==> config.mk <==
export PLATFORM = sky130hd
export DESIGN_NAME = fewg_top
export DESIGN_NICKNAME = d
export VERILOG_FILES = /design/src/fewg_pkg.sv /design/src/fewg_chk_if.sv /design/src/fewg_check.sv /design/src/fewg_unlock.sv /design/src/fewg_top.sv
export SDC_FILE = /design/constraint.sdc
export NUM_CORES = 1
export LEC_CHECK = 0
export BUFFER_PORTS_ARGS = -buffer_cell sky130_fd_sc_hd__buf_2
export CORE_UTILIZATION = 26
export CTS_BUF_LIST = sky130_fd_sc_hd__clkbuf_2
export DETAILED_ROUTE_END_ITERATION = 12
export GPL_TIMING_DRIVEN = 0
export PLACE_DENSITY = 0.57
export SLEW_MARGIN = 20
export SYNTH_ARGS = -nofsm -noshare
export SYNTH_HDL_FRONTEND = slang
export SYNTH_SLANG_ARGS = --single-unit
export TNS_END_PERCENT = 30
==> constraint.sdc <==
create_clock -name clk_in -period 1.8 [get_ports clk_in]
set_input_delay 0 -clock clk_in [delete_from_list [all_inputs] [get_ports clk_in]]
set_output_delay 0 -clock clk_in [all_outputs]
set_load 0.005 [all_outputs]
==> src/fewg_pkg.sv <==
`default_nettype none

package fewg_pkg;

  // register offsets, byte addresses on the plain register port
  localparam logic [7:0] FEWG_OFF_CTRL = 8'h00;
  localparam logic [7:0] FEWG_OFF_ALARM_FLAGS = 8'h04;
  localparam logic [7:0] FEWG_OFF_ALARM_FLAG_CLEAR = 8'h08;
  localparam logic [7:0] FEWG_OFF_UNLOCK_SEQUENCE = 8'h0C;
  localparam logic [7:0] FEWG_OFF_SECTOR_PERMIT_LOW = 8'h10;
  localparam logic [7:0] FEWG_OFF_SECTOR_PERMIT_HIGH = 8'h14;

  // field positions
  localparam int FEWG_BIT_PC_FLAG = 0;
  localparam int FEWG_BIT_LOCK_FLAG = 1;
  localparam int FEWG_BIT_IE_PC = 3;
  localparam int FEWG_BIT_IE_LOCK = 4;
  localparam int FEWG_UNLOCK_MSB = 15;

  // reset values
  localparam logic [31:0] FEWG_RST_PERMIT = 32'h0000_0000;
  localparam logic [1:0] FEWG_RST_FLAGS = 2'h0;
  localparam logic [1:0] FEWG_RST_IE = 2'h0;

  // unlock key pair, in order
  localparam logic [15:0] FEWG_KEY_FIRST = 16'h5A5A;
  localparam logic [15:0] FEWG_KEY_SECOND = 16'hA5A5;

  // geometry
  localparam int FEWG_SECTORS = 128;
  localparam int FEWG_SECTOR_W = 7;
  localparam int FEWG_PERMIT_BITS = 64;

  // operation kinds from the program/erase sequencer
  typedef enum logic [1:0]
  {
    FEWG_OP_READ = 2'b00,
    FEWG_OP_PROGRAM = 2'b01,
    FEWG_OP_SECTOR_ERASE = 2'b10,
    FEWG_OP_CHIP_ERASE = 2'b11
  } fewg_op_e;

  // unlock sequencer states
  typedef enum logic [1:0]
  {
    FEWG_UL_LOCKED = 2'b00,
    FEWG_UL_HALF = 2'b01,
    FEWG_UL_OPEN = 2'b10
  } fewg_unlock_e;

endpackage : fewg_pkg

`default_nettype wire

==> src/fewg_chk_if.sv <==
`timescale 1ns/100ps
`default_nettype none

interface fewg_chk_if;
  logic [1:0] op_kind;
  logic [6:0] target_sector;
  logic [6:0] pc_sector;
  logic pc_in_flash;
  logic [63:0] permit;
  logic deny_lock;
  logic deny_pc;

  modport asker_mp (
    output op_kind,
    output target_sector,
    output pc_sector,
    output pc_in_flash,
    output permit,
    input deny_lock,
    input deny_pc
  );

  modport judge_mp (
    input op_kind,
    input target_sector,
    input pc_sector,
    input pc_in_flash,
    input permit,
    output deny_lock,
    output deny_pc
  );
endinterface : fewg_chk_if

`default_nettype wire

==> src/fewg_check.sv <==
`timescale 1ns/100ps
`default_nettype none

module fewg_check (
  fewg_chk_if.judge_mp chk
);
  logic is_modify;
  logic is_chip;
  logic [5:0] pair_idx;
  logic pair_permit;
  logic all_permit;

  assign is_chip = (chk.op_kind == fewg_pkg::FEWG_OP_CHIP_ERASE);
  assign is_modify = (chk.op_kind != fewg_pkg::FEWG_OP_READ);
  // two sectors share one bit: drop the low sector bit
  assign pair_idx = chk.target_sector[6:1];
  assign pair_permit = chk.permit[pair_idx];
  assign all_permit = &chk.permit;

  // whole-array erase needs every pair open, a sector op only its own pair
  assign chk.deny_lock = is_modify & (is_chip ? ~all_permit : ~pair_permit);
  // whole-array erase always covers the running sector
  assign chk.deny_pc = is_modify & chk.pc_in_flash
    & (is_chip | (chk.pc_sector == chk.target_sector));
endmodule : fewg_check

`default_nettype wire

==> src/fewg_unlock.sv <==
`timescale 1ns/100ps
`default_nettype none

module fewg_unlock (
  // clock and reset
  input wire logic clk_in,
  input wire logic reset_n_in,
  // write events
  input wire logic key_wr_in,
  input wire logic [15:0] key_in,
  input wire logic other_wr_in,
  // state
  output logic open_out
);
  fewg_pkg::fewg_unlock_e state_r;
  fewg_pkg::fewg_unlock_e state_nxt;

  always_comb
  begin
    state_nxt = state_r;
    if (key_wr_in)
    begin
      // a first key always restarts, so a stray write cannot wedge the pair
      if (state_r == fewg_pkg::FEWG_UL_HALF && key_in == fewg_pkg::FEWG_KEY_SECOND)
        state_nxt = fewg_pkg::FEWG_UL_OPEN;
      else if (key_in == fewg_pkg::FEWG_KEY_FIRST)
        state_nxt = fewg_pkg::FEWG_UL_HALF;
      else
        state_nxt = fewg_pkg::FEWG_UL_LOCKED;
    end
    else if (other_wr_in)
    begin
      // any other write breaks a half pair or uses up the open slot
      unique case (state_r)
        fewg_pkg::FEWG_UL_LOCKED: state_nxt = fewg_pkg::FEWG_UL_LOCKED;
        fewg_pkg::FEWG_UL_HALF: state_nxt = fewg_pkg::FEWG_UL_LOCKED;
        fewg_pkg::FEWG_UL_OPEN: state_nxt = fewg_pkg::FEWG_UL_LOCKED;
        default: state_nxt = fewg_pkg::FEWG_UL_LOCKED;
      endcase
    end
  end

  always_ff @(posedge clk_in)
  begin
    if (!reset_n_in)
      state_r <= fewg_pkg::FEWG_UL_LOCKED;
    else
      state_r <= state_nxt;
  end

  assign open_out = (state_r == fewg_pkg::FEWG_UL_OPEN);
endmodule : fewg_unlock

`default_nettype wire

==> src/fewg_top.sv <==
// Operation
// - bit 1 flags locked-sector rejection
// - bit 0 flags running-sector rejection
// - write 0 to clear bit 1 clears it
// - write 0 to clear bit 0 clears it
// - keys 5A5A then A5A5 open writes
// - one write per unlock, then relock
// - reserved upper bits read zero
// - low permit bit n covers sectors 2n, 2n+1
// - high permit bit n covers 64+2n, 65+2n
// - permit bit 0 forbids, 1 allows
// - permit registers reset to all zeros
// - locked target suppressed, alarm and interrupt
// - running-sector target suppressed, alarm and interrupt
// - two enables gate the two alarm interrupts
// - whole-array erase needs every permit set
//
// Design decision made here: strobed register access.
`timescale 1ns/100ps
`default_nettype none

module fewg_top #(
  parameter int SECTOR_W = fewg_pkg::FEWG_SECTOR_W
) (
  // clock and reset
  input wire logic clk_in,
  input wire logic reset_n_in,
  // register port
  input wire logic [7:0] reg_addr_in,
  input wire logic [31:0] reg_wdata_in,
  input wire logic reg_wr_in,
  input wire logic reg_rd_in,
  output logic [31:0] reg_rdata_out,
  // sequencer request
  input wire logic op_req_in,
  input wire logic [1:0] op_kind_in,
  input wire logic [SECTOR_W-1:0] op_sector_in,
  input wire logic [SECTOR_W-1:0] pc_sector_in,
  input wire logic pc_in_flash_in,
  // sequencer answer
  output logic op_grant_out,
  output logic op_abort_out,
  // interrupt
  output logic irq_out
);

  // address decode
  logic hit_ctrl;
  logic hit_flags;
  logic hit_clear;
  logic hit_unlock;
  logic hit_permit_lo;
  logic hit_permit_hi;
  logic hit_guarded;

  assign hit_ctrl = (reg_addr_in == fewg_pkg::FEWG_OFF_CTRL);
  assign hit_flags = (reg_addr_in == fewg_pkg::FEWG_OFF_ALARM_FLAGS);
  assign hit_clear = (reg_addr_in == fewg_pkg::FEWG_OFF_ALARM_FLAG_CLEAR);
  assign hit_unlock = (reg_addr_in == fewg_pkg::FEWG_OFF_UNLOCK_SEQUENCE);
  assign hit_permit_lo = (reg_addr_in == fewg_pkg::FEWG_OFF_SECTOR_PERMIT_LOW);
  assign hit_permit_hi = (reg_addr_in == fewg_pkg::FEWG_OFF_SECTOR_PERMIT_HIGH);
  assign hit_guarded = hit_ctrl | hit_clear | hit_permit_lo | hit_permit_hi;

  // unlock sequencer
  logic unlock_open;
  logic key_wr;
  logic other_wr;
  logic write_ok;

  assign key_wr = reg_wr_in & hit_unlock;
  // every write that is not a key write counts, mapped or not, so a
  // stray store between the keys or after them always closes the door
  assign other_wr = reg_wr_in & ~hit_unlock;
  assign write_ok = reg_wr_in & hit_guarded & unlock_open;

  fewg_unlock u_unlock (
    .clk_in(clk_in),
    .reset_n_in(reset_n_in),
    .key_wr_in(key_wr),
    .key_in(reg_wdata_in[fewg_pkg::FEWG_UNLOCK_MSB:0]),
    .other_wr_in(other_wr),
    .open_out(unlock_open)
  );

  // control: interrupt enables
  logic [1:0] irq_enable_r;

  always_ff @(posedge clk_in)
  begin
    if (!reset_n_in)
      irq_enable_r <= fewg_pkg::FEWG_RST_IE;
    else if (write_ok && hit_ctrl)
      irq_enable_r <= reg_wdata_in[fewg_pkg::FEWG_BIT_IE_LOCK:fewg_pkg::FEWG_BIT_IE_PC];
  end

  // sector permission registers
  logic [31:0] permit_bits_low_r;
  logic [31:0] permit_bits_high_r;

  always_ff @(posedge clk_in)
  begin
    if (!reset_n_in)
      permit_bits_low_r <= fewg_pkg::FEWG_RST_PERMIT;
    else if (write_ok && hit_permit_lo)
      permit_bits_low_r <= reg_wdata_in;
  end

  always_ff @(posedge clk_in)
  begin
    if (!reset_n_in)
      permit_bits_high_r <= fewg_pkg::FEWG_RST_PERMIT;
    else if (write_ok && hit_permit_hi)
      permit_bits_high_r <= reg_wdata_in;
  end

  // permission check
  fewg_chk_if chk ();

  assign chk.op_kind = op_kind_in;
  assign chk.target_sector = op_sector_in;
  assign chk.pc_sector = pc_sector_in;
  assign chk.pc_in_flash = pc_in_flash_in;
  assign chk.permit = {permit_bits_high_r, permit_bits_low_r};

  fewg_check u_check (
    .chk(chk.judge_mp)
  );

  // sequencer answer, one cycle after the request
  logic deny_any;

  assign deny_any = chk.deny_lock | chk.deny_pc;

  always_ff @(posedge clk_in)
  begin
    if (!reset_n_in)
    begin
      op_grant_out <= 1'h0;
      op_abort_out <= 1'h0;
    end
    else
    begin
      op_grant_out <= op_req_in & ~deny_any;
      op_abort_out <= op_req_in & deny_any;
    end
  end

  // alarm flags: hardware set wins over a clear in the same cycle
  logic lock_violation_flag_r;
  logic pc_sector_violation_flag_r;
  logic set_lock;
  logic set_pc;
  logic clr_lock;
  logic clr_pc;

  assign set_lock = op_req_in & chk.deny_lock;
  assign set_pc = op_req_in & chk.deny_pc;
  // a zero clears, a one leaves the flag alone
  assign clr_lock = write_ok & hit_clear & ~reg_wdata_in[fewg_pkg::FEWG_BIT_LOCK_FLAG];
  assign clr_pc = write_ok & hit_clear & ~reg_wdata_in[fewg_pkg::FEWG_BIT_PC_FLAG];

  always_ff @(posedge clk_in)
  begin
    if (!reset_n_in)
      lock_violation_flag_r <= fewg_pkg::FEWG_RST_FLAGS[fewg_pkg::FEWG_BIT_LOCK_FLAG];
    else if (set_lock)
      lock_violation_flag_r <= 1'h1;
    else if (clr_lock)
      lock_violation_flag_r <= 1'h0;
  end

  always_ff @(posedge clk_in)
  begin
    if (!reset_n_in)
      pc_sector_violation_flag_r <= fewg_pkg::FEWG_RST_FLAGS[fewg_pkg::FEWG_BIT_PC_FLAG];
    else if (set_pc)
      pc_sector_violation_flag_r <= 1'h1;
    else if (clr_pc)
      pc_sector_violation_flag_r <= 1'h0;
  end

  // interrupt, level while any enabled flag stands
  logic [1:0] flags_now;

  assign flags_now = {lock_violation_flag_r, pc_sector_violation_flag_r};

  always_ff @(posedge clk_in)
  begin
    if (!reset_n_in)
      irq_out <= 1'h0;
    else
      irq_out <= |(flags_now & irq_enable_r);
  end

  // read mux; write-only and unmapped words read zero
  logic [31:0] rd_word;

  always_comb
  begin
    rd_word = 32'h0000_0000;
    if (hit_ctrl)
      rd_word[fewg_pkg::FEWG_BIT_IE_LOCK:fewg_pkg::FEWG_BIT_IE_PC] = irq_enable_r;
    else if (hit_flags)
      rd_word[fewg_pkg::FEWG_BIT_LOCK_FLAG:fewg_pkg::FEWG_BIT_PC_FLAG] = flags_now;
    else if (hit_permit_lo)
      rd_word = permit_bits_low_r;
    else if (hit_permit_hi)
      rd_word = permit_bits_high_r;
  end

  // data stand only in the cycle after the read strobe
  always_ff @(posedge clk_in)
  begin
    if (!reset_n_in)
      reg_rdata_out <= 32'h0000_0000;
    else if (reg_rd_in)
      reg_rdata_out <= rd_word;
    else
      reg_rdata_out <= 32'h0000_0000;
  end

endmodule : fewg_top

`default_nettype wire

=== After elaboration in Yosys (flattened, before gate mapping) ===
Cells that the tools add are included.

* Bits in registers: 105
* Input port bits: 62
* Output and inout port bits: 35
* Logic and storage cells: 82

* $lt $le $gt $ge: 1
* Eq/ne operators: 11
* Mux-type cells: 16
* Bitwise logic cells: 28
* Reductions and logical operators: 14

{| class="wikitable"
|+ Operators with widths
! kind !! number
|-
| two-way mux 32 bit || 2
|-
| AND reduction 64 bit || 1
|-
| equality test 16 x 15 -> 1 bit, second input constant || 1
|-
| equality test 16 bit, second input constant || 1
|-
| equality test 8 x 4 -> 1 bit, second input constant || 2
|-
| equality test 8 x 5 -> 1 bit, second input constant || 2
|-
| bitwise AND 1 bit || 14
|-
| two-way mux 2 bit || 5
|-
| equality test 8 x 3 -> 1 bit, second input constant || 1
|-
| zero test 8 bit || 1
|-
| NOT 1 bit || 8
|-
| nonzero test 2 bit || 4
|-
| equality test 7 bit || 1
|-
| < comparator 6 x 7 -> 1 bit, second input constant || 1
|-
| two-way mux 1 bit || 7
|-
| binary-select mux 1 bit (select 6 bit) || 1
|-
| bitwise OR 1 bit || 5
|-
| equality test 2 bit, second input constant || 2
|-
| logical AND 1 bit || 4
|-
| OR reduction 4 bit || 1
|-
| two-way mux 3 bit || 1
|-
| OR reduction 3 bit || 1
|-
| bitwise AND 2 bit || 1
|-
| equality test 2 x 1 -> 1 bit, second input constant || 1
|-
| other kinds (2) || 2
|}

=== Logic depth before layout (Yosys ltp) ===
Gate-level depths: netlist of the first run.

* Word-level depth: 10
* Mapped depth: 9
* Mapped depth without buffers: 6

=== Modules after synthesis ===
From an unflattened synthesis of the first run, not the netlist that was laid out.

* Cells, all modules: 549
* Area, all modules: 5008.6 µm²

{| class="wikitable"
|+ Modules (own cells, without submodules)
! module !! times used !! cells each !! area an instance (µm²) !! sequential area each (µm²)
|-
| fewg_top || 1 || 439 || 3950.0 || 2062.0
|-
| fewg_check || 1 || 89 || 864.6 || 0.0
|-
| fewg_unlock || 1 || 21 || 193.9 || 40.0
|}

=== Worst setup path after synthesis of the first run ===
OpenSTA, ideal clock, no wires.

* Path type: input -> register
* From: in reg_addr_in[1]
* To: reg permit_bits_low_r[26]
* Library setup time: 70 ps
* Data arrival time: 1702 ps
* Required time: 1730 ps
* Slack: 28 ps
* Stages on the path: 9
* Buffers on the path: 3
* Path through: or4_4 or3_1 buf_2 nor3b_2 and2_1 buf_4 buf_6 nand2_1 a21boi_1

* Cells in the longest elaborated chain, start to end: 7
* Elaborated cells on any way between the ends: 10
* Classes of those cells: 3 x eq/ne; 5 x bitwise; 2 x reduce/logical

{| class="wikitable"
|+ RTL lines
! item !! line !! RTL
|-
| start: declaration || fewg_top.sv:29 || <nowiki>input wire logic [7:0] reg_addr_in,</nowiki>
|-
| equality test 8 x 4 -> 1 bit or zero test 8 bit (tied branches) || fewg_top.sv:58, fewg_top.sv:56 ||
|-
| bitwise OR 1 bit (3 in series) || fewg_top.sv:62 || <nowiki>assign hit_guarded = hit_ctrl | hit_clear | hit_permit_lo | hit_permit_hi;</nowiki>
|-
| bitwise AND 1 bit (2 in series) || fewg_top.sv:74 || <nowiki>assign write_ok = reg_wr_in & hit_guarded & unlock_open;</nowiki>
|-
| logical AND 1 bit * || fewg_top.sv:104 || <nowiki>else if (write_ok && hit_permit_lo)</nowiki>
|-
| end signal: assignment || fewg_top.sv:103 || <nowiki>permit_bits_low_r <= fewg_pkg::FEWG_RST_PERMIT;</nowiki>
|-
| end signal: assignment || fewg_top.sv:105 || <nowiki>permit_bits_low_r <= reg_wdata_in;</nowiki>
|-
| end: declaration || fewg_top.sv:97 || <nowiki>logic [31:0] permit_bits_low_r;</nowiki>
|}

Mark *: on every way between the ends. The rest lies on a longest branch, timed or not.
A chain may end at the register's enable or synchronous reset.

=== Worst setup path after layout of the first run ===
* From: reg permit_bits_low_r[14]
* To: reg op_grant_out

* Cells in the longest elaborated chain, start to end: 8
* Elaborated cells on any way between the ends: 10
* Classes of those cells: 3 x mux; 6 x bitwise; 1 x reduce/logical

{| class="wikitable"
|+ RTL lines
! item !! line !! RTL
|-
| binary-select mux 1 bit (select 6 bit) || fewg_check.sv:17 || <nowiki>assign pair_permit = chk.permit[pair_idx];</nowiki>
|-
| two-way mux 1 bit (not written as such) || fewg_check.sv:17 ||
|-
| NOT 1 bit || fewg_check.sv:21 || <nowiki>assign chk.deny_lock = is_modify & (is_chip ? ~all_permit : ~pair_permit);</nowiki>
|-
| two-way mux 1 bit * || fewg_check.sv:21 ||
|-
| bitwise AND 1 bit * || fewg_check.sv:21 ||
|-
| bitwise OR 1 bit * || fewg_top.sv:132 || <nowiki>assign deny_any = chk.deny_lock | chk.deny_pc;</nowiki>
|-
| NOT 1 bit * || fewg_top.sv:143 || <nowiki>op_grant_out <= op_req_in & ~deny_any;</nowiki>
|-
| bitwise AND 1 bit * || fewg_top.sv:143 ||
|-
| end signal: assignment || fewg_top.sv:143 ||
|-
| end: declaration || fewg_top.sv:41 || <nowiki>output logic op_grant_out,</nowiki>
|}

Mark *: on every way between the ends. The rest lies on a longest branch, timed or not. The select of a mux whose other input is x is not followed.

==> flow_summary.toml, run 1 <==
[yosys]
synthFlopType = "dfxtp_1"
syn-mean-instance-area_um2 = 8.87
synth_edf_count = 0
synth_area_um2 = 4790
async_flop_share = 0
synth-seq-cells = 105
syn_inst = 540
yosysWarnings = 0
syn_nets = 602
yosysSeqAreaShare = 0.439
synth_cell_types = 38

[layout]
area_delta_synth_final_pct = 32.7
final_nets = 768
layout-drive-gt1-share = 0.267
layout_commonest_cell = "nand2_1"
multiInputGateArea_um2 = 2580
seq_area_um2 = 2140
fill_cells = 1920
final_cells = 941
final_cell_mix = "nand2_1 (143), buf_2 (106), dfxtp_1 (81)"

[die]
die_w_um = 138
ios = 97
start_util = 0.266
die_y_um = 138
die-area_um2 = 19000
core_um2 = 18000
rows = 49

[setup_path]
r2r-end = "op_grant_out"
critical_path.max_stage_delay_ns = 0.51
critical_path.max_fanout = 4
startpoint_type = "flip-flop"
cp_cell_sequence = "mux2i_1 -> mux4_2 -> a221oi_2 -> nand3_2 -> a31oi_4 -> nor2b_4"
reg2reg_from = "permit_bits_low_r[14]"
cp-end-kind = "flip-flop"
crit_type = "reg2reg"
cp.required_ns = 2.41
rrSetupSlack_ns = -0.09
reg2regPathDepth = 6
arrival_ns = 2.49
slowest_stage = "mux4_2"

[placement]
gp_congestion = 0.850
dp_cells = 863
port_buffers = 94
dp_hpwl_um = 11600

[power_and_ir_drop]
p_leak_nw = 2.36
peakVddDrop_mv = 0.241
power.density_nw_per_um2 = 599
p_total_mw = 3.81

[job]
max_cap_violations = 0

[sta]
hold_ws_ns = 0.108
setup_ws_ns = -0.0875
skew_ns = 0.0193
period_needed_ns = 1.89
setup_tns_ns = -0.130
slew_headroom = 0.470
slew_viol_final = 0
setup_viol = 5
rsz0062_at_grt = "yes"
fin_crit_sh = 1.05
max_freq_ghz = 0.530
worstMarginPinSlew_ns = 0.795
hold_viol = 0

[min_path]
worstHoldPathType = "in2reg"
hold_depth = 4
hold_end = "permit_bits_low_r[16]"
min_from = "reg_wdata_in[16]"

[route]
wl_um = 16100
drt_iter0_drc = 390
dr.pass1.iters = 5
drc = 0
ant_nets = 0
wl_per_cell_um = 17.1
vias = 4593
vias_per_cell = 4.88

[global_route]
grt-ovfl-total = 0
grt_max_degree = 19
grt_util_all_layers = 0.177
grt_pass1_vias = 4305
antenna_found_initial = 1
grt_pass1_wl_um = 24800

[clocking]
cts-buffers-inserted = 9
clkSinkCount = 105
cts_buffer_depth = 2
clk_pin_slew_worst_paths_ns = 0.31
h-tree-depth = 3
cts_root_buf = "clkbuf_2"
clk-insertion-delay-late_ns = 0.63
tritoncts = "done"

[status]
violations = "negative setup slack"
status = "finished with violations"
-- registers in the layout (all words and copies together) (netlist names) --
name,count
lock_violation_flag_r,1
u_unlock.state_r,2
pc_sector_violation_flag_r,1
irq_out,1
irq_enable_r,2
reg_rdata_out,32
permit_bits_high_r,32
op_abort_out,1
op_grant_out,1
permit_bits_low_r,32
-- metal layers --
| metal | wire (um) | vias to the layer above | GRT usage |
|---|---|---|---|
| met5 | 0 | - | 0 |
| met4 | 342 | 0 | 0.0713 |
| met3 | 932 | 25 | 0.0298 |
| met2 | 7280 | 158 | 0.267 |
| met1 | 7550 | 2169 | 0.249 |
| li1 | - | 2241 | - |
-- worst max-delay path, delay by kind of cell, from the launching register on --
family,cells,cell delay [ns]
simple gates,2,0.31
flops,1,0.44
compound gates,2,0.52
mux,2,0.58
-- timing repair --
action,in CTS,in global routing
pin swaps,4,6
setup endpoints to repair,3,19
endpoints found under the hold margin,85,0
setup buffers,10,1
resized for setup,32,13
hold buffers,50,0
cloned,0,0
-- where the power goes --
part	switching, mW	internal [mW]
combinational	0.197	0.201
sequential	0.00411	2.33
clock	0.876	0.197
total	1.08	2.73
-- layout make-up --
type / instances / area share
multi-input combinational: 398 / 0.407
timing repair buffer: 155 / 0.166
sequential: 105 / 0.337
buffer: 37 / 0.0297
clock inverter: 7 / 0.00827
tap: 229 / 0.0451
clock buffer: 9 / 0.00709
antenna: 1 / 0.000394
-- how the worst max path moves through the flow --
stage	startpoint	to	slack [ns]	cells after the start
3_5_place_dp	reg_addr_in[1]	reg_rdata_out[29]	-0.58	7
4_1_cts	permit_bits_low_r[18]	op_grant_out	-0.07	6
3_3_place_gp	reg_addr_in[1]	reg_rdata_out[29]	-0.56	7
2_1_floorplan	reg_addr_in[1]	permit_bits_low_r[26]	0.03	9
6_report	permit_bits_low_r[14]	op_grant_out	-0.09	6
5_1_grt	permit_bits_low_r[13]	op_grant_out	-0.12	6
-- kinds of logic after synthesis --
logic type,count (synthesis),share of synthesized area
buf+inv,37,0.0392
xor+xnor,7,0.0128
simple gates,242,0.228
flops,105,0.439
compound gates,114,0.177
mux,35,0.104
-- stage by stage --
step / util / instance area [um^2] / setup slack [ns]
floorplan: - / 4790 / 0.0279
global placement: 0.308 / 5550 / -0.557
detailed placement: 0.308 / 5550 / -0.584
CTS: 0.350 / 6300 / -0.0701
global route: 0.353 / 6360 / -0.122
finish: 0.353 / 6360 / -0.0875
-- cell usage after synthesis (2+ instances only) --
cell | n | area (um^2)
a2111oi_0 | 2 | 17.5
a21boi_0 | 34 | 255
a21boi_1 | 34 | 255
a21oi_1 | 3 | 15.0
a22oi_1 | 31 | 233
a31oi_1 | 4 | 25.0
buf_2 | 12 | 60.1
buf_4 | 3 | 22.5
buf_6 | 3 | 33.8
clkbuf_1 | 19 | 71.3
dfxtp_1 | 105 | 2100
mux2i_1 | 23 | 230
mux4_2 | 12 | 270
nand2_1 | 143 | 537
nand3_1 | 8 | 40.0
nand4_1 | 18 | 113
nor2_1 | 42 | 158
nor2b_1 | 6 | 37.5
nor3_1 | 2 | 10.0
nor4_1 | 5 | 31.3
nor4bb_1 | 6 | 60.1
o21ai_0 | 2 | 10.0
or4_1 | 2 | 15.0
xor2_1 | 7 | 61.3
Power figures use the tool's default switching activity.
==> run 2: changes to the inputs <==
--- a/config.mk
+++ b/config.mk
@@ -6,11 +6,14 @@
 export NUM_CORES = 1
 export LEC_CHECK = 0
 export BUFFER_PORTS_ARGS = -buffer_cell sky130_fd_sc_hd__buf_2
+export CELL_PAD_IN_SITES_DETAIL_PLACEMENT = 1
+export CELL_PAD_IN_SITES_GLOBAL_PLACEMENT = 1
 export CORE_UTILIZATION = 26
 export CTS_BUF_LIST = sky130_fd_sc_hd__clkbuf_2
 export DETAILED_ROUTE_END_ITERATION = 12
 export GPL_TIMING_DRIVEN = 0
-export PLACE_DENSITY = 0.57
+export PLACE_DENSITY = 0.69
+export RECOVER_POWER = 50
 export SLEW_MARGIN = 20
 export SYNTH_ARGS = -nofsm -noshare
 export SYNTH_HDL_FRONTEND = slang
==> flow_summary.toml, run 2 (same netlist as run 1, synthesis figures left out) <==
[sta]
setup_viol = 23
setup_tns_ns = -1.47
fin_crit_sh = 1.08
hold_viol = 0
setup_ws_ns = -0.136
skew_ns = 0.0363
slew_headroom = 0.435
max_freq_ghz = 0.517
hold_ws_ns = 0.0591
period_needed_ns = 1.94
rsz0062_at_grt = "yes"
worstMarginPinSlew_ns = 0.848
slew_viol_final = 0

[setup_path]
r2r-end = "op_grant_out"
crit_buf_inv = 0
cp.required_ns = 2.43
critical_path.max_fanout = 4
arrival_ns = 2.56
cp-startpoint = "permit_bits_high_r[28]"
cp-end-kind = "flip-flop"
startpoint_type = "flip-flop"
slowest_stage = "or4_4"
critical_path.max_stage_delay_ns = 0.57
reg2regPathDepth = 6
critical-path-top-delay-family = "simple AND/OR/NAND/NOR gates"
crit_type = "reg2reg"
reg2reg_from = "permit_bits_high_r[28]"
cp_cell_sequence = "nand4_1 -> or4_4 -> nor4_4 -> a31oi_2 -> a31oi_4 -> nor2b_4"
rrSetupSlack_ns = -0.14

[layout]
finish.instance_area_um2 = 6290
layout_commonest_cell = "nand2_1"
final_cells = 938
layout-drive-gt1-share = 0.222
final_cell_mix = "nand2_1 (143), dfxtp_1 (82), buf_2 (80)"
utilization = 0.349
area_delta_synth_final_pct = 31.3
largestRegisters = "permit_bits_high_r: 32 flops, permit_bits_low_r: 32 flops, reg_rdata_out: 32 flops"
final_nets = 765

[die]
ios = 97
core_um2 = 18000
die_w_um = 138
start_util = 0.266
rows = 49
die-area_um2 = 19000
die_y_um = 138

[route]
drc = 0
wl_um = 17000
wl_per_cell_um = 18.1
drt_iter0_drc = 314
dr.pass1.iters = 4
vias_per_cell = 4.95
ant_nets = 0
vias = 4644

[power_and_ir_drop]
power.density_nw_per_um2 = 602
peakVddDrop_mv = 0.244
p_total_mw = 3.79
p_leak_nw = 2.20

[clocking]
h-tree-depth = 3
tritoncts = "done"
clk_pin_slew_worst_paths_ns = 0.31
clkSinkCount = 105
clk-insertion-delay-late_ns = 0.65
cts_root_buf = "clkbuf_2"
cts_buffer_depth = 2
cts-buffers-inserted = 9

[global_route]
grt_util_all_layers = 0.187
grt_pass1_vias = 4870
antenna_found_initial = 1
grt_max_degree = 19
grt_pass1_wl_um = 26300
grt-ovfl-total = 0

[min_path]
hold_end = "reg_rdata_out[2]"
min_from = "reset_n_in"
worstHoldPathType = "in2reg"
hold_depth = 3

[placement]
port_buffers = 94
pre_cts_slack_ns = -0.616
dp_cells = 863
gp_congestion = 0.835
dp_hpwl_um = 12400
place_area_um2 = 5550

[status]
status = "finished with violations"
violations = "negative setup slack"

[job]
max_cap_violations = 0
run 2: changes by cell type in the layout (fill, tap and decap cells not counted), sizes merged:
cell,change
buf,-30
clkbuf,+26
dlygate4sd3,+1
clkinvlp,+1
inv,-1
run 2: how the worst max path moves through the flow:
stage / end / depth (start not counted)
5_1_grt: reg_rdata_out[28] / 9
3_3_place_gp: reg_rdata_out[26] / 7
2_1_floorplan: permit_bits_low_r[26] / 9
3_5_place_dp: reg_rdata_out[26] / 7
4_1_cts: op_grant_out / 6
6_report: op_grant_out / 6
run 2: what timing repair did:
item,4_1_cts,5_1_grt
pin swaps,2,4
hold buffers,51,0
buffers inserted,5,2
hold endpoints to repair,85,0
setup endpoints to repair,3,16
resized for setup,30,14
run 2: layout make-up:
| cell class | count | area, um^2 |
|---|---|---|
| Clock buffer | 9 | 45.0 |
| Multi-Input combinational cell | 398 | 2560 |
| Tap cell | 229 | 287 |
| Clock inverter | 7 | 55.1 |
| Sequential cell | 105 | 2140 |
| Antenna cell | 1 | 2.50 |
| Buffer | 37 | 189 |
| Fill cell | 2204 | 11700 |
| Timing Repair Buffer | 152 | 1000 |
run 2: power by group:
part | internal [mW] | switching (mW) | total (mW)
combinational | 0.199 | 0.196 | 0.395
clock | 0.195 | 0.860 | 1.05
sequential | 2.33 | 0.00346 | 2.34
run 2: routing by layer:
layer	vias up	global-route usage	share of wire
li1	2229	-	-
met1	2246	0.243	0.45
met2	134	0.304	0.47
met3	35	0.0254	0.047
met4	0	0.0918	0.033
met5	-	0	0
run 2: worst register-to-register path: stages (launching register included):
cell and delay (ns):
dfxtp_4 0.44, nand4_1 0.15, or4_4 0.57, nor4_4 0.17
a31oi_2 0.16, a31oi_4 0.26, nor2b_4 0.17
